### src/irq_arb_pkg.sv
// Constants and types shared by the two-level interrupt arbiter
package irq_arb_pkg;
  localparam int NUM_SRC = 19;
  localparam int FLAGS_PER_SRC = 4;
  localparam int IDX_W = 5;
  localparam logic [IDX_W-1:0] LAST_IDX = 5'h12;
  localparam logic [IDX_W-1:0] HW_CLEAR_LIMIT = 5'h04;

  // Register byte offsets
  localparam logic [7:0] OFS_ENABLE = 8'h00;
  localparam logic [7:0] OFS_LEVEL = 8'h04;
  localparam logic [7:0] OFS_STATUS = 8'h08;
  localparam int GLOBAL_EN_BIT = 31;
  localparam int STAT_LO_BIT = 0;
  localparam int STAT_HI_BIT = 1;
  localparam int STAT_CALL_BIT = 2;
  localparam int STAT_RETI_BIT = 3;
  localparam int STAT_IDX_LSB = 8;
  localparam int STAT_VEC_LSB = 16;

  // Reset values
  localparam logic [31:0] ENABLE_RST = 32'h0000_0000;
  localparam logic [31:0] LEVEL_RST = 32'h0000_0000;
  localparam logic [15:0] RESET_VECTOR = 16'h0000;
  localparam logic [15:0] VEC_BASE = 16'h0003;

  // Cycle counts
  localparam int CALL_CYCLES = 5;
  localparam logic [2:0] CALL_LAST = 3'(CALL_CYCLES - 1);

  typedef enum logic {ST_IDLE, ST_CALL} arb_state_e;

  typedef struct packed {
    logic valid;
    logic level;
    logic [IDX_W-1:0] index;
    logic [15:0] vector;
  } call_s;
endpackage

### src/two_level_interrupt_arbiter.sv
// Two-level interrupt arbiter with vectoring and an APB register slave
module two_level_interrupt_arbiter #(
  parameter int NUM_SRC = irq_arb_pkg::NUM_SRC,
  parameter int FLAGS_PER_SRC = irq_arb_pkg::FLAGS_PER_SRC
) (
  input wire logic clk, // System clock
  input wire logic rst_n, // Synchronous reset, active low
  input wire logic psel, // APB select
  input wire logic penable, // APB access phase
  input wire logic pwrite, // APB direction
  input wire logic [7:0] paddr, // APB byte address
  input wire logic [31:0] pwdata, // APB write data
  output logic [31:0] prdata, // APB read data
  output logic pready, // APB ready
  output logic pslverr, // APB error on unmapped address
  input wire logic [NUM_SRC*FLAGS_PER_SRC-1:0] pendFlags, // Pending flags per source
  input wire logic instrDone, // CPU finished an instruction
  input wire logic retiDone, // CPU finished a return from interrupt
  output irq_arb_pkg::call_s callOut, // Vector call request to CPU
  output logic callStart, // Call accepted this cycle
  output logic [3:0] hwClear // Flag clear pulses for sources 0 to 3
);
  logic [31:0] enableReg_r, enableReg_nxt;
  logic [31:0] levelReg_r, levelReg_nxt;
  logic [31:0] prdata_r, prdata_nxt;
  logic pslverr_r, pslverr_nxt;
  logic [NUM_SRC-1:0] srcActive;
  logic [NUM_SRC-1:0] reqSample_r, reqSample_nxt;
  irq_arb_pkg::arb_state_e state_r, state_nxt;
  logic [2:0] cnt_r, cnt_nxt;
  logic inSvcLo_r, inSvcLo_nxt;
  logic inSvcHi_r, inSvcHi_nxt;
  logic afterReti_r, afterReti_nxt;
  irq_arb_pkg::call_s call_r, call_nxt;
  logic [3:0] hwClear_r, hwClear_nxt;
  logic [NUM_SRC-1:0] reqHi, reqLo;
  logic anyHi, anyLo, pickLevel, pickValid, canAccept;
  logic [irq_arb_pkg::IDX_W-1:0] idxHi, idxLo, pickIdx;
  logic globalEn;
  logic wrEn, setup, mapped;

  // Lowest set index wins
  function automatic logic [irq_arb_pkg::IDX_W-1:0] lowest(input logic [NUM_SRC-1:0] v);
    logic [irq_arb_pkg::IDX_W-1:0] r;
    r = irq_arb_pkg::LAST_IDX;
    for (int i = NUM_SRC - 1; i >= 0; i--) begin
      if (v[i]) begin
        r = irq_arb_pkg::IDX_W'(i);
      end
    end
    return r;
  endfunction

  assign globalEn = enableReg_r[irq_arb_pkg::GLOBAL_EN_BIT];

  // Flags themselves are never touched here, so masked ones stay pending
  for (genvar s = 0; s < NUM_SRC; s++) begin : g_src
    assign srcActive[s] = (|pendFlags[s*FLAGS_PER_SRC +: FLAGS_PER_SRC])
      && enableReg_r[s] && globalEn;
  end

  // APB slave, zero wait states; read data captured in the setup cycle
  assign setup = psel && !penable;
  assign wrEn = psel && penable && pwrite && mapped;
  always_comb begin
    mapped = 1'b0;
    if (paddr == irq_arb_pkg::OFS_ENABLE) begin
      mapped = 1'b1;
    end else if (paddr == irq_arb_pkg::OFS_LEVEL) begin
      mapped = 1'b1;
    end else if (paddr == irq_arb_pkg::OFS_STATUS) begin
      mapped = 1'b1;
    end
  end

  always_comb begin
    logic [31:0] srcMask;
    logic [31:0] status;
    // Only the implemented source bits, plus bit 31 of the enable register, are writable; other upper bits read as zero
    srcMask = 32'({NUM_SRC{1'b1}});
    status = 32'h0000_0000;
    status[irq_arb_pkg::STAT_LO_BIT] = inSvcLo_r;
    status[irq_arb_pkg::STAT_HI_BIT] = inSvcHi_r;
    status[irq_arb_pkg::STAT_CALL_BIT] = call_r.valid;
    status[irq_arb_pkg::STAT_RETI_BIT] = afterReti_r;
    status[irq_arb_pkg::STAT_IDX_LSB +: irq_arb_pkg::IDX_W] = call_r.index;
    status[irq_arb_pkg::STAT_VEC_LSB +: 16] = call_r.vector;
    enableReg_nxt = enableReg_r;
    levelReg_nxt = levelReg_r;
    prdata_nxt = prdata_r;
    pslverr_nxt = 1'b0;
    if (setup) begin
      pslverr_nxt = !mapped;
      if (paddr == irq_arb_pkg::OFS_ENABLE) begin
        prdata_nxt = enableReg_r;
      end else if (paddr == irq_arb_pkg::OFS_LEVEL) begin
        prdata_nxt = levelReg_r;
      end else if (paddr == irq_arb_pkg::OFS_STATUS) begin
        prdata_nxt = status;
      end else begin
        prdata_nxt = 32'h0000_0000;
      end
    end
    if (wrEn && paddr == irq_arb_pkg::OFS_ENABLE) begin
      enableReg_nxt = pwdata & (srcMask | 32'h8000_0000);
    end else if (wrEn && paddr == irq_arb_pkg::OFS_LEVEL) begin
      levelReg_nxt = pwdata & srcMask;
    end
  end

  always_ff @(posedge clk) begin
    if (!rst_n) begin
      enableReg_r <= irq_arb_pkg::ENABLE_RST;
      levelReg_r <= irq_arb_pkg::LEVEL_RST;
      prdata_r <= 32'h0000_0000;
      pslverr_r <= 1'b0;
    end else begin
      enableReg_r <= enableReg_nxt;
      levelReg_r <= levelReg_nxt;
      prdata_r <= prdata_nxt;
      pslverr_r <= pslverr_nxt;
    end
  end

  assign prdata = prdata_r;
  assign pslverr = pslverr_r;
  assign pready = 1'b1;

  // Priority decode on the sampled requests
  assign reqHi = reqSample_r & levelReg_r[NUM_SRC-1:0];
  assign reqLo = reqSample_r & ~levelReg_r[NUM_SRC-1:0];
  assign anyHi = |reqHi;
  assign anyLo = |reqLo;
  assign idxHi = lowest(reqHi);
  assign idxLo = lowest(reqLo);
  always_comb begin
    pickValid = 1'b0;
    pickLevel = 1'b0;
    pickIdx = idxLo;
    if (anyHi && !inSvcHi_r) begin
      pickValid = 1'b1;
      pickLevel = 1'b1;
      pickIdx = idxHi;
    end else if (anyLo && !inSvcHi_r && !inSvcLo_r) begin
      pickValid = 1'b1;
    end
  end

  // Instruction right after a return must finish before the next call
  assign canAccept = (state_r == irq_arb_pkg::ST_IDLE) && instrDone && !afterReti_r;
  assign callStart = canAccept && pickValid;

  always_comb begin
    reqSample_nxt = srcActive;
    state_nxt = state_r;
    cnt_nxt = cnt_r;
    inSvcLo_nxt = inSvcLo_r;
    inSvcHi_nxt = inSvcHi_r;
    afterReti_nxt = afterReti_r;
    call_nxt = call_r;
    hwClear_nxt = 4'h0;
    if (retiDone) begin
      afterReti_nxt = 1'b1;
    end else if (instrDone) begin
      afterReti_nxt = 1'b0;
    end
    case (state_r)
      irq_arb_pkg::ST_IDLE: begin
        if (retiDone) begin
          if (inSvcHi_r) begin
            inSvcHi_nxt = 1'b0;
          end else begin
            inSvcLo_nxt = 1'b0;
          end
        end
        if (callStart) begin
          state_nxt = irq_arb_pkg::ST_CALL;
          cnt_nxt = irq_arb_pkg::CALL_LAST;
          call_nxt.valid = 1'b1;
          call_nxt.level = pickLevel;
          call_nxt.index = pickIdx;
          call_nxt.vector = irq_arb_pkg::VEC_BASE + {8'h00, pickIdx, 3'h0};
          if (pickIdx < irq_arb_pkg::HW_CLEAR_LIMIT) begin
            hwClear_nxt = 4'(4'h1 << pickIdx[1:0]);
          end
        end
      end
      irq_arb_pkg::ST_CALL: begin
        if (cnt_r == 3'h0) begin
          state_nxt = irq_arb_pkg::ST_IDLE;
          call_nxt.valid = 1'b0;
          if (call_r.level) begin
            inSvcHi_nxt = 1'b1;
          end else begin
            inSvcLo_nxt = 1'b1;
          end
        end else begin
          cnt_nxt = cnt_r - 3'h1;
        end
      end
      default: begin
        state_nxt = irq_arb_pkg::ST_IDLE;
      end
    endcase
  end

  // Reset itself outranks every source: it forces the reset vector
  always_ff @(posedge clk) begin
    if (!rst_n) begin
      reqSample_r <= '0;
      state_r <= irq_arb_pkg::ST_IDLE;
      cnt_r <= 3'h0;
      inSvcLo_r <= 1'b0;
      inSvcHi_r <= 1'b0;
      afterReti_r <= 1'b0;
      call_r <= '{valid: 1'b0, level: 1'b0, index: '0, vector: irq_arb_pkg::RESET_VECTOR};
      hwClear_r <= 4'h0;
    end else begin
      reqSample_r <= reqSample_nxt;
      state_r <= state_nxt;
      cnt_r <= cnt_nxt;
      inSvcLo_r <= inSvcLo_nxt;
      inSvcHi_r <= inSvcHi_nxt;
      afterReti_r <= afterReti_nxt;
      call_r <= call_nxt;
      hwClear_r <= hwClear_nxt;
    end
  end

  assign callOut = call_r;
  assign hwClear = hwClear_r;

  // Checks
  chk_reset_level: assert property (@(posedge clk) disable iff (!rst_n)
    !$past(rst_n) |-> levelReg_r == 32'h0000_0000)
    else $error("levels not low after reset");

  chk_hi_no_preempt: assert property (@(posedge clk) disable iff (!rst_n)
    inSvcHi_r |-> !callStart)
    else $error("call accepted while high routine in service");

  chk_lo_hold_off: assert property (@(posedge clk) disable iff (!rst_n)
    (inSvcLo_r && callStart) |-> pickLevel && anyHi)
    else $error("low request entered over low routine");

  chk_call_length: assert property (@(posedge clk) disable iff (!rst_n)
    callStart |=> callOut.valid [*5] ##1 !callOut.valid)
    else $error("vector call not five cycles");

  chk_hw_clear: assert property (@(posedge clk) disable iff (!rst_n)
    callStart |=> ((hwClear != 4'h0) == ($past(pickIdx) < irq_arb_pkg::HW_CLEAR_LIMIT)))
    else $error("hardware clear on wrong source");

  chk_after_return: assert property (@(posedge clk) disable iff (!rst_n)
    retiDone ##1 instrDone |-> !callStart)
    else $error("call before instruction following return");

  chk_vector_map: assert property (@(posedge clk) disable iff (!rst_n)
    callOut.valid |-> callOut.vector == 16'h0003 + {8'h00, callOut.index, 3'h0})
    else $error("vector address mismatch");

  chk_global_mask: assert property (@(posedge clk) disable iff (!rst_n)
    !globalEn |=> reqSample_r == '0)
    else $error("request raised with global enable clear");

  chk_high_first: assert property (@(posedge clk) disable iff (!rst_n)
    (callStart && anyHi) |=> callOut.level && callOut.index == $past(idxHi))
    else $error("high level request not served first");

  chk_nest_pop: assert property (@(posedge clk) disable iff (!rst_n)
    (retiDone && inSvcHi_r && state_r == irq_arb_pkg::ST_IDLE)
      |=> !inSvcHi_r && inSvcLo_r == $past(inSvcLo_r))
    else $error("return did not restore preempted level");

  chk_entry_level: assert property (@(posedge clk) disable iff (!rst_n)
    (callOut.valid && cnt_r == 3'h0 && callOut.level) |=> inSvcHi_r)
    else $error("high level not recorded in service");
endmodule

### config.mk
export PLATFORM = sky130hd
export DESIGN_NAME = two_level_interrupt_arbiter
export DESIGN_NICKNAME = d
export VERILOG_FILES = /design/src/irq_arb_pkg.sv /design/src/two_level_interrupt_arbiter.sv
export SDC_FILE = /design/constraint.sdc
export NUM_CORES = 1
export LEC_CHECK = 0
export BUFFER_PORTS_ARGS = -buffer_cell sky130_fd_sc_hd__buf_2
export CAP_MARGIN = 20
export CORE_AREA = 2 2 118 120
export CTS_CLUSTER_DIAMETER = 200
export DETAILED_ROUTE_END_ITERATION = 10
export DIE_AREA = 0 0 120 122
export PLACE_DENSITY = 0.7
export SLEW_MARGIN = 20
export SYNTH_ARGS = -nofsm -noshare
export SYNTH_HDL_FRONTEND = slang
export SYNTH_SLANG_ARGS = --single-unit
export TNS_END_PERCENT = 100
### constraint.sdc
create_clock -name clk -period 2.1 [get_ports clk]
set_input_delay 0.21 -clock clk [delete_from_list [all_inputs] [get_ports clk]]
set_output_delay 0.21 -clock clk [all_outputs]
set_load 0.05 [all_outputs]
* Yosys cells after proc, flatten, opt, wreduce, memory -nomap -nowiden
Cells that the tools add are included.
Storage, ports and cells: flip-flop bits (word level) 125
Cells by class: order comparisons 1, eq/ne operators 9, bitwise gates (word level) 8, $add $sub $neg 2, shift operators 1, multiplexer cells 66, reductions and logical operators 87
Operators with widths (number):
- $mux W5 | 35
- $mux W32 | 3
- $reduce_or A4 Y1 | 20
- $logic_and A1 B1 Y1 | 50
- $and A19 B19 Y19 | 2
- $reduce_or A19 Y1 | 2
- $mux W23 | 1
- $not A19 Y19 | 1
- $mux W1 | 18
- $ne A2 B2 Y1 const B | 5
- $reduce_and A2 Y1 | 5
- $add A2 B8 Y9 const A | 1
- $eq A8 B3 Y1 const B | 1
- $eq A8 B4 Y1 const B | 1
- $logic_not A8 Y1 | 1
- $pmux W1 S2 | 4
- $mux W3 | 2
- $pmux W3 S2 | 1
- $logic_not A1 Y1 | 5
- $lt A5 B3 Y1 const B | 1
- $not A1 Y1 | 5
- $mux W2 | 2
- $ne A2 B1 Y1 const B | 2
- $reduce_and A4 Y1 | 1
- other kinds (5) | 5

* Depth between registers and ports, before layout
Gate-level depths: netlist of run 1.
depth after elaboration 24, depth in mapped cells 9

* Worst setup path before layout of run 1
No wires, ideal clock.
path kind register to register, start point register reqSample_r[0], end point register call_r (netlist bit callOut[19]), setup time 0.116 ns, stages on the path, launching flop included 8, period minus slack after synthesis 2.080 ns, data arrival time 1.964 ns, required time 1.984 ns, path slack 0.020 ns, cell sequence dfxtp_1 -> nor2b_2 -> a2111oi_4 -> nand4_2 -> o41ai_4 -> nand2_2 -> buf_6 -> o211a_1
On the way: longest elaborated chain between the ends 8, elaborated cells on any way between the ends 14
Ends and longest elaborated chain:
- from (decl) | line two_level_interrupt_arbiter.sv:28 | logic [NUM_SRC-1:0] reqSample_r, reqSample_nxt;
- from (signal assigned) | line two_level_interrupt_arbiter.sv:219 | reqSample_r <= reqSample_nxt;
- $and A19 B19 Y19 | line two_level_interrupt_arbiter.sv:131 | assign reqLo = reqSample_r & ~levelReg_r[NUM_SRC-1:0];
- $reduce_or A19 Y1 | line two_level_interrupt_arbiter.sv:133 | assign anyLo = |reqLo;
- $logic_and A1 B1 Y1 (2 in a row) | line two_level_interrupt_arbiter.sv:144 | end else if (anyLo && !inSvcHi_r && !inSvcLo_r) begin
- $mux W1 | line two_level_interrupt_arbiter.sv:144
- $mux W1 * | line two_level_interrupt_arbiter.sv:140 | if (anyHi && !inSvcHi_r) begin
- $logic_and A1 B1 Y1 * | line two_level_interrupt_arbiter.sv:151 | assign callStart = canAccept && pickValid;
- named net callStart | line two_level_interrupt_arbiter.sv:20 | output logic callStart,
- $reduce_and A2 Y1 (no line) *
- to (signal assigned) | line two_level_interrupt_arbiter.sv:216 | call_r <= '{valid: 1'b0, level: 1'b0, index: '0, vector: irq_arb_pkg::RESET_VECTOR};
- to (signal assigned) | line two_level_interrupt_arbiter.sv:225 | call_r <= call_nxt;
- to (decl) | line two_level_interrupt_arbiter.sv:34 | irq_arb_pkg::call_s call_r, call_nxt;
Mark *: on every way through the listed nets, which the timed path passes. The rest lies on a longest branch. A chain may end at the register's enable or synchronous reset.

* Worst setup path in the final report of run 1
start point register reqSample_r[7], end point output port callStart
On the way: longest elaborated chain between the ends 7, elaborated cells on any way between the ends 10
Ends and longest elaborated chain (line):
- $and A19 B19 Y19 | two_level_interrupt_arbiter.sv:131
- $reduce_or A19 Y1 | two_level_interrupt_arbiter.sv:133
- $logic_and A1 B1 Y1 (2 in a row) | two_level_interrupt_arbiter.sv:144
- $mux W1 | two_level_interrupt_arbiter.sv:144
- $mux W1 * | two_level_interrupt_arbiter.sv:140
- $logic_and A1 B1 Y1 * | two_level_interrupt_arbiter.sv:151
- to (decl) | two_level_interrupt_arbiter.sv:20
Mark *: on every way between the ends. The rest lies on a longest branch, timed or not.

==> results of run 1 <==
[cell type report]
type	count	area, um2
antenna	1	2.50
clock buffer	9	225
timing repair buffer	236	1420
tap	180	225
multi-input combinational	426	2830
sequential	103	2090
clock inverter	7	95.1
fill	1267	6590
inverter	7	26.3
[critical path: cells and delay by family (launching register included)]
kind	cells	cell delay, ns
buffers and inverters	1	0.17
flip-flops	1	0.36
AND/OR/NAND/NOR	4	0.80
AO/OA/AOI/OAI	1	0.39
[through the flow]
| stage | worst slack (ns) | utilization [%] | std cells | hold slack, ns |
|---|---|---|---|---|
| global placement | -0.0184 | 46.6 | 943 | 0.448 |
| finish | -0.198 | 51.2 | 969 | 0.0977 |
| global route | -0.266 | 51.2 | 969 | 0.111 |
| CTS | -0.158 | 49.8 | 965 | 0.0869 |
| detailed placement | -0.0462 | 46.6 | 943 | 0.453 |
| floorplan | 0.0202 | - | 589 | 0.334 |
[power groups by stage]
| stage | clock network, mW | logic, mW | registers (mW) |
|---|---|---|---|
| finish | 1.82 | 0.390 | 1.98 |
| global route | 1.93 | 0.420 | 1.98 |
| CTS | 1.85 | 0.390 | 1.98 |
| detailed placement | 0 | 0.389 | 2.03 |
| global placement | 0 | 0.388 | 2.03 |
| floorplan | 0 | 0.183 | 2.09 |
[logic make-up (layout without fill, tap and decap cells)]
family / after synthesis / after routing / share of synthesized area, %
fa+ha+maj: 3 / 3 / 0.754
flops: 103 / 103 / 41.4
compound gates: 155 / 155 / 24.4
xor+xnor: 1 / 1 / 0.176
simple gates: 248 / 248 / 26.2
buf+inv: 60 / 259 / 6.51
mux: 2 / 2 / 0.402
other cells: 2 / 18 / 0.151
[registers in the layout (all words and copies together), names as in the netlist]
| name | count |
|---|---|
| reqSample_r | 19 |
| enableReg_r | 20 |
| hwClear | 4 |
| prdata | 25 |
| levelReg_r | 19 |
| inSvcHi_r | 1 |
| state_r | 1 |
| callOut | 8 |
| pslverr | 1 |
| cnt_r | 3 |
| inSvcLo_r | 1 |
| afterReti_r | 1 |
[layer usage]
metal	wire (um)	part of all wire, %	up-vias	GRT usage [%]
li1	-	-	2442	-
met1	6520	45	2248	25.7
met2	6890	47	171	33.6
met3	838	5.7	23	3.32
met4	383	2.6	0	8.68
met5	0	0	-	0
[cells in the final DEF (no fill, tap or decap), drive strengths merged, types with 3 or more instances in the layout]
cell and count:
nand3 5, nor3 6, nor2b 25, nand4 3, a21o 4, o22ai 3, clkinv 3, nor2 23
a21boi 55, o21a 6, a21oi 10, and3 3, inv 8, o21ai 16, nor4 22, a22oi 9
nand2b 8, conb 17, a221o 9, nand2 114, a221oi 9, a22o 6, a211oi 4, ha 3
nor3b 28, dfxtp 103, clkbuf 9, buf 236
[worst min-delay path by stage]
stage | start | endpoint | slack, ns | cells past startpoint
final | pwdata[13] | levelReg_r[13]$_SDFFE_PN0P_ | 0.1 | 3
after detailed placement | prdata[21]$_SDFFE_PN0P_ | prdata[21]$_SDFFE_PN0P_ | 0.45 | 2
after global placement | prdata[31]$_SDFFE_PN0P_ | prdata[31]$_SDFFE_PN0P_ | 0.45 | 2
after floorplan | retiDone | afterReti_r$_SDFFE_PN0P_ | 0.33 | 1
after CTS | retiDone | afterReti_r$_SDFFE_PN0P_ | 0.09 | 2
after global routing | retiDone | afterReti_r$_SDFFE_PN0P_ | 0.11 | 2
[what timing repair did]
action,CTS,global route
gates resized for setup,23,40
setup endpoints to repair,5,16
setup buffers,6,5
pin swaps,7,9
hold endpoints to repair,0,0
==> summary.md, run 1 <==
| Metric | Value |
|---|---|
| Register area share after synthesis | 41.4% |
| Worst path required time | 1.89 ns |
| RR Endpoint | callOut[19]$_SDFFE_PN0P_ |
| CP Launch Point | reqSample_r[7]$_SDFF_PN0_ |
| PnR Total Power | 4.19 mW |
| Top cells by count, synth | 113 x nand2_1, 103 x dfxtp_1, 51 x a21boi_0 |
| Drt wl/cell | 15.1 um |
| Worst Path Arrival | 2.09 ns |
| Starting DRC count in detailed routing | 275 |
| Share of power burned in registers | 47.2% |
| RePlAce Congestion | 0.927 |
| Top cells by area, synth | dfxtp_1 41%, nand2_1 8.5%, a21boi_0 7.7% |
| Final TNS setup | -1.51 ns |
| RSZ-0062 raised after global routing | true |
| CP max FO | 3 |
| First-pass GRT wire length | 22.9 mm |
| Final worst slack | -0.198 ns |
| Via Count | 4884 |
| Startpoint types | flop |
| Mapped Area | 4980 um2 |
| Die Y | 122 um |
| Worst Tran Pin Value | 0.874 ns |
| Relative slew margins | 41.6% |
| CTS tree | built |
| Fraction of registers with async set/reset | 0% |
| Pwr/cell area | 606 nW/um2 |
| Cts hold-fix bufs | 0 |
| GRT overflow | 0 |
| WS Path Type | reg2out |
| Synth area leader | dfxtp_1 |
| Hold Path Class | in2reg |
| Distinct cells, synth | 66 |
| Post-Syn Area per Cell | 8.67 um2 |
| # port buffers | 155 |
| Area delta synth->final | 38.9% |
| Final Setup Violations | 12 |
| Max VDD drop | 0.365 mV |
| Share of post-route cells with drive strength above 1 | 39.2% |
| Critical-path cell list | nor2b_4 > nor4_4 > nand4_2 > o41ai_4 > nand2_2 > buf_8 |
| GRT Total Usage | 20.1% |
| Worst-Skew Late Latency | 0.36 ns |
| Starting density of the core | 36.9% |
| Row count | 43 |
| Dpl hpwl | 10.9 mm |
| Synth Flop Type | dfxtp_1 |
| Max-cap viol count | 0 |
| Synth warnings | 0 |
| Post-route cell area | 6920 um2 |
| Clock buffer depth | 2 |
| Synth top area share | 41.4% |
| Seq cells post-synth | 103 |
| Leakage | 2.92 nW |
| Largest net degree at the start of global routing | 36 |
| Clock share of power | 43.4% |
| CTS sink cnt | 103 |
| Final Max Slew Viols | 0 |
| Clk_skew | 0.00615 ns |
| CP max stage delay | 0.39 ns |
| Total core area | 13500 um2 |
| Sw Ratio | 24.7% |
| Die Area | 14600 um2 |
| Htree depth | 3 |
| Violated checks | negative setup slack |
| Comb pwr share | 9.3% |
| Most frequent cell after synthesis | nand2_1 |
| Post-Syn Instances | 574 |
| Final Hold Viols | 0 |
| Internal power | 3.16 mW |
| Status | finished with violations |
| Peak Freq | 435 MHz |
| Fin crit period | 2.30 ns |
| Vias per cell | 5.04 |
| DR pass1 iterations | 5 |
| Root buffer cell | clkbuf_16 |
| Ports | 185 |
| # nets final | 909 |
| Chip width | 120 um |
| Nature of the critical path endpoint | output port |
| Setup crit end | callStart |
| Clock transition at path regs | 0.07 ns |
| Final Cycle Share | 109% |
| Slowest CP cell | o41ai_4 |
| Routed Antenna Nets | 0 |
| R2R Setup Slk | -0.17 ns |
| R2r worst-path depth | 9 |
| Vias in the first global route | 4589 |
| Initial antenna violation count | 1 |
| Drc violations | 0 |
| CTS Buf Count | 9 |
| Sw power | 1.03 mW |
| Post-placement cell area | 6300 um2 |
| WL final | 14.6 mm |
| Post-synth EDFFs | 0 |
| FF-to-FF Start | reqSample_r[7]$_SDFF_PN0_ |
Note: power is estimated with default switching activity, not from simulation.
==> run 2: changes to the inputs <==
CTS_CLUSTER_SIZE = 20   (was default)
TNS_END_PERCENT = 50   (was 100)
==> run 2 against run 1 <==
Against the previous run:
- the run still ends with negative setup slack left
- critical endpoint unchanged
- fmax shrank 0.67%
- final cell count did not move
- via count grew 0.37%
- final area down 1.0%
- global-route usage did not move
==> summary.md, run 2 (same netlist as run 1, synthesis figures left out) <==
| Metric | Value |
|---|---|
| Post-route insts no fill | 969 (unchanged) |
| Final Cycle Share | 110% (+0.74 points) |
| WL final | 14.5 mm (-0.77%) |
| Clk_skew | 0.00652 ns (+0.000370 ns) |
| Commonest non-fill, non-tap cell in the layout | buf_2 |
| Drt wl/cell | 15.0 um (-0.77%) |
| DR pass1 iterations | 6 (+1) |
| Nature of the critical path endpoint | output port |
| Dpl cells | 943 (unchanged) |
| Max-cap viol count | 0 (unchanged) |
| Worst Tran Pin Value | 0.855 ns (-0.0189 ns) |
| Share of post-route cells with drive strength above 1 | 37.8% (-1.4 points) |
| Sw Ratio | 24.7% (about the same) |
| Slowest CP cell | o41ai_4 |
| Max VDD drop | 0.350 mV (-4.0%) |
| CP max FO | 3 (unchanged) |
| CTS tree | built |
| Area of the multi-input gates | 2770 um2 (-2.1%) |
| CTS sink cnt | 103 (unchanged) |
| Final TNS setup | -1.63 ns (-0.114 ns) |
| Cts hold-fix bufs | 0 (unchanged) |
| Chip width | 120 um (unchanged) |
| Via Count | 4902 (+0.37%) |
| Met3 Track Usage GR | 3.32% (unchanged) |
| Pwr/cell area | 612 nW/um2 (+1.0%) |
| Sw power | 1.03 mW (about the same) |
| Clock transition at path regs | 0.07 ns (about the same) |
| Status | finished with violations |
| Root buffer cell | clkbuf_16 |
| Worst-Skew Late Latency | 0.35 ns (about the same) |
| Post-placement cell area | 6300 um2 (unchanged) |
| Final worst slack | -0.214 ns (-0.0156 ns) |
| Grt met2 use | 33.6% (unchanged) |
| First-pass GRT wire length | 22.9 mm (unchanged) |
| Area delta synth->final | 37.5% |
| Share of power burned in registers | 47.3% (about the same) |
| Violated checks | negative setup slack |
| Vias in the first global route | 4589 (unchanged) |
| Final Setup Violations | 12 (unchanged) |
| Die Area | 14600 um2 (unchanged) |
| Starting density of the core | 36.9% (unchanged) |
| Peak Freq | 432 MHz (-0.67%) |
| Routed Antenna Nets | 0 (unchanged) |
| Startpoint types | flop |
| CTS Buf Count | 9 (unchanged) |
| Starting DRC count in detailed routing | 235 (-15%) |
| Critical-path cell list | nor2b_4 > nor4_4 > nand4_2 > o41ai_4 > nand2_2 > buf_8 |
| Internal power | 3.16 mW (about the same) |
| Ports | 185 (unchanged) |
| Largest net degree at the start of global routing | 36 (unchanged) |
| GR Layer Usage met1 | 25.7% (unchanged) |
| Hold Path Class | in2reg |
| GRT Total Usage | 20.1% (unchanged) |
| CP max stage delay | 0.38 ns (about the same) |
| Dpl hpwl | 10.9 mm (unchanged) |
| Fillers | 1280 (+1.0%) |
| PnR Total Power | 4.19 mW (about the same) |
| Htree depth | 3 (unchanged) |
| Max reg flops | 25 (unchanged) |
| Worst Path Arrival | 2.10 ns (about the same) |
| GRT overflow | 0 (unchanged) |
| Vias per cell | 5.06 (+0.37%) |
| Util after Layout | 50.7% (-0.51 points) |
| # nets final | 909 (unchanged) |
| Storage element area | 2080 um2 (-0.42%) |
| RSZ-0062 raised after global routing | true |
| Row count | 43 (unchanged) |
| Initial antenna violation count | 1 (unchanged) |
| Final Hold Viols | 0 (unchanged) |
| Clock share of power | 43.4% (about the same) |
| Relative slew margins | 42.8% (+1.3 points) |
| Total core area | 13500 um2 (unchanged) |
| Comb pwr share | 9.3% (about the same) |
| RePlAce Congestion | 0.927 (unchanged) |
| Most frequent cells in the layout | 154 x buf_2, 113 x nand2_1, 89 x dfxtp_1 |
| Drc violations | 0 (unchanged) |
| Worst path required time | 1.89 ns (about the same) |
| # port buffers | 155 (unchanged) |
| Leakage | 2.90 nW (-0.84%) |
| Die Y | 122 um (unchanged) |
| Final Max Slew Viols | 0 (unchanged) |
| Fin crit period | 2.31 ns (+0.0156 ns) |
| WS Path Type | reg2out |
| Clock buffer depth | 2 (unchanged) |
| GR peak layer | met2 |
| Post-route cell area | 6850 um2 (-1.0%) |
-- run 2: changes by cell type in the layout (fill, tap and decap cells not counted), moves of 2 or more --
cell	delta
a211oi_1	+2
a211oi_4	-2
a22o_1	+2
a22o_4	-2
dfxtp_1	+5
dfxtp_2	-4
-- run 2: power by group through the flow --
stage	Combinational [mW]	Clock, mW	Sequential [mW]
6_report	0.390	1.82	1.98
5_1_grt	0.420	1.93	1.98
4_1_cts	0.390	1.85	1.98
3_5_place_dp	0.389	0	2.03
3_3_place_gp	0.388	0	2.03
2_1_floorplan	0.183	0	2.09
-- run 2: critical path: cells and delay by family (launching register included) --
kind	cells	cell delay, ns
flip-flops	1	0.36
AO/OA/AOI/OAI	1	0.38
AND/OR/NAND/NOR	4	0.83
buffers and inverters	1	0.17
-- run 2: what timing repair did --
action / 4_1_cts / 5_1_grt
setup buffers: 6 / 3
endpoints found under the setup margin: 5 / 16
pin swaps: 7 / 5
resized for setup: 23 / 25
-- run 2: final cells by class --
type                            instances  share of cell area [%]
Timing Repair Buffer                  236                    20.7
Multi-Input combinational cell        426                    40.5
Tap cell                              180                    3.29
Clock buffer                            9                    3.29
Sequential cell                       103                    30.4
Antenna cell                            1                  0.0365
Clock inverter                          7                    1.39
Inverter                                7                   0.384
-- run 2: final timing paths --
path / from / endpoint / slack [ns] / depth (start not counted)
setup / recovery: reqSample_r[7]$_SDFF_PN0_ / callStart / -0.21 / 6
hold / removal: retiDone / afterReti_r$_SDFFE_PN0P_ / 0.10 / 2
setup reg to reg: reqSample_r[7]$_SDFF_PN0_ / callOut[19]$_SDFFE_PN0P_ / -0.18 / 9
hold reg to reg: prdata[21]$_SDFFE_PN0P_ / prdata[21]$_SDFFE_PN0P_ / 0.46 / 2
-- run 2: metal layers --
layer	part of all wire [%]	up-vias
met2	47	172
met4	2.5	0
met5	0	-
li1	-	2450
met1	45	2260
met3	5.7	20
-- run 2: per-stage QoR --
step	hold WS [ns]	setup slack, ns
final	0.101	-0.214
after global routing	0.111	-0.287
after CTS	0.0869	-0.158
after detailed placement	0.453	-0.0462
after global placement	0.448	-0.0184
after floorplan	0.334	0.0202
==> run 3: changes to the inputs <==
SETUP_SLACK_MARGIN = 0.2   (was default)
==> run 3 against run 2 <==
Against the previous run:
- total power down 0.56%
- die area unchanged
- via count down 0.94%
- final cell count down 1.2%
- clock power about the same
- final area down 1.1%
- the flow still finishes with violations (negative setup slack)
- largest cell class unchanged
==> summary.md, run 3 (same netlist as run 1, synthesis figures left out) <==
| Metric | Value |
|---|---|
| Dpl hpwl | 10.6 mm (-2.7%) |
| Vias per cell | 5.07 (+0.30%) |
| Post-route cell area | 6770 um2 (-1.1%) |
| WS Path Type | reg2out |
| RSZ-0062 raised after global routing | true |
| Antenna diode count | 0 (-1) |
| GRT overflow | 0 (unchanged) |
| Clock transition at path regs | 0.07 ns (about the same) |
| Hold Slack | 0.0953 ns (-0.00583 ns) |
| Status | finished with violations |
| Final Hold Viols | 0 (unchanged) |
| CP Launch Point | reqSample_r[0]$_SDFF_PN0_ |
| Routed Antenna Nets | 0 (unchanged) |
| Violated checks | negative setup slack |
| # nets final | 898 (-1.2%) |
| Drt wl/cell | 14.9 um (-0.84%) |
| Kind of cell adding the most delay to the critical path | compound AO/OA/AOI/OAI gates |
| GRT Total Usage | 19.8% (-0.28 points) |
| CTS sink cnt | 103 (unchanged) |
| Final Cycle Share | 105% (-5.7 points) |
| Slowest CP cell | a2111oi_4 |
| Largest net degree at the start of global routing | 83 (+130%) |
| Initial antenna violation count | 0 (-1) |
| Htree depth | 3 (unchanged) |
| Post-placement cell area | 6200 um2 (-1.5%) |
| CP max FO | 3 (unchanged) |
| Peak Freq | 456 MHz (+5.4%) |
| Final Max Slew Viols | 0 (unchanged) |
| Cts hold-fix bufs | 0 (unchanged) |
| Max VDD drop | 0.319 mV (-9.1%) |
| WL final | 14.2 mm (-2.1%) |
| Util after Layout | 50.1% (-0.56 points) |
| Final Setup Violations | 4 (-8) |
| Post-route insts no fill | 957 (-1.2%) |
| Drc violations | 0 (unchanged) |
| Chip width | 120 um (unchanged) |
| Hold path start | retiDone |
| Clk_skew | 0.00655 ns (+0.0000339 ns) |
| Starting density of the core | 36.9% (unchanged) |
| Startpoint types | flop |
| Ports | 185 (unchanged) |
| Pwr/cell area | 615 nW/um2 (+0.54%) |
| CTS Buf Count | 9 (unchanged) |
| Fin crit period | 2.20 ns (-0.119 ns) |
| DR pass1 iterations | 5 (-1) |
| Final worst slack | -0.0952 ns (+0.119 ns) |
| Final TNS setup | -0.150 ns (+1.48 ns) |
| CTS tree | built |
| Die Area | 14600 um2 (unchanged) |
| # port buffers | 155 (unchanged) |
| Area of the multi-input gates | 2770 um2 (-0.27%) |
| Via Count | 4856 (-0.94%) |
| FF-to-FF Start | reqSample_r[0]$_SDFF_PN0_ |
| Max-cap viol count | 0 (unchanged) |
| Worst-Skew Late Latency | 0.35 ns (about the same) |
| Total core area | 13500 um2 (unchanged) |
| Worst Tran Pin Value | 0.856 ns (+0.000170 ns) |
| Worst Path Arrival | 1.99 ns (-0.11 ns) |
| Die Y | 122 um (unchanged) |
| Max reg flops | 25 (unchanged) |
| Area delta synth->final | 36.0% |
| Storage element area | 2090 um2 (+0.30%) |
| Clock buffer depth | 2 (unchanged) |
| Most frequent cells in the layout | 154 x buf_2, 113 x nand2_1, 86 x dfxtp_1 |
| Buf/Inv on CP | 1 (unchanged) |
| Starting DRC count in detailed routing | 236 (+0.43%) |
| Nature of the critical path endpoint | output port |
| Relative slew margins | 42.8% (about the same) |
| Leakage | 2.85 nW (-1.8%) |
| Row count | 43 (unchanged) |
| RePlAce Congestion | 0.924 (-0.38%) |
| Commonest non-fill, non-tap cell in the layout | buf_2 |
| Hold Path Class | in2reg |
| Dpl cells | 927 (-1.7%) |
| Worst path required time | 1.89 ns (about the same) |
| Critical-path cell list | nor2b_4 > a2111oi_4 > nand4_4 > o41ai_4 > nand2_4 > buf_8 |
| Fillers | 1307 (+2.1%) |
| Root buffer cell | clkbuf_16 |
| Share of post-route cells with drive strength above 1 | 36.4% (-1.4 points) |
| First-pass GRT wire length | 22.9 mm (about the same) |
| Vias in the first global route | 4616 (+0.59%) |
| CP max stage delay | 0.40 ns (+0.02 ns) |
-- run 3: cell types whose count changed in the layout (fill, tap and decap cells not counted), sizes merged --
cell | before | now
clkbuf | 9 | 10
inv | 8 | 7
clkinvlp | 1 | 0
diode | 1 | 0
buf | 236 | 225
clkinv | 3 | 4
-- run 3: timing repair --
item / CTS / global route
buffers inserted: 6 / 8
setup endpoints to repair: 16 / 17
pin swaps: 8 / 8
gates resized for setup: 13 / 29
gates cloned: 0 / 0
-- run 3: where the power goes --
part / switching (mW) / internal, mW / total [mW]
registers: 0.00963 / 1.97 / 1.98
clock network: 0.726 / 1.07 / 1.80
logic: 0.249 / 0.140 / 0.389
-- run 3: final timing paths --
kind                                                 end  slack (ns)  depth (start not counted)
worst min register to register   prdata[31]$_SDFFE_PN0P_        0.46                          2
worst max-delay path                           callStart        -0.1                          6
worst max register to register     cnt_r[2]$_SDFFE_PN0P_       -0.02                          7
worst min-delay path            afterReti_r$_SDFFE_PN0P_         0.1                          2
-- run 3: per-stage QoR --
step / power (mW) / setup slack, ns
4_1_cts: 4.19 / -0.217
6_report: 4.17 / -0.0952
2_1_floorplan: 2.28 / 0.181
3_5_place_dp: 2.42 / 0.0259
5_1_grt: 4.30 / -0.157
3_3_place_gp: 2.42 / 0.0294
-- run 3: routing by layer --
layer / vias up / wire length (um) / GRT usage, %
li1: 2431 / - / -
met1: 2223 / 6300 / 25.7
met2: 179 / 6680 / 33.0
met3: 23 / 850 / 2.95
met4: 0 / 389 / 8.46
met5: - / 0 / 0
-- run 3: area by class of cell --
type | instances | share of cell area (%)
Clock buffer | 10 | 3.53
Clock inverter | 6 | 1.24
Inverter | 7 | 0.388
Multi-Input combinational cell | 426 | 40.8
Sequential cell | 103 | 30.8
Tap cell | 180 | 3.33
Timing Repair Buffer | 225 | 19.8
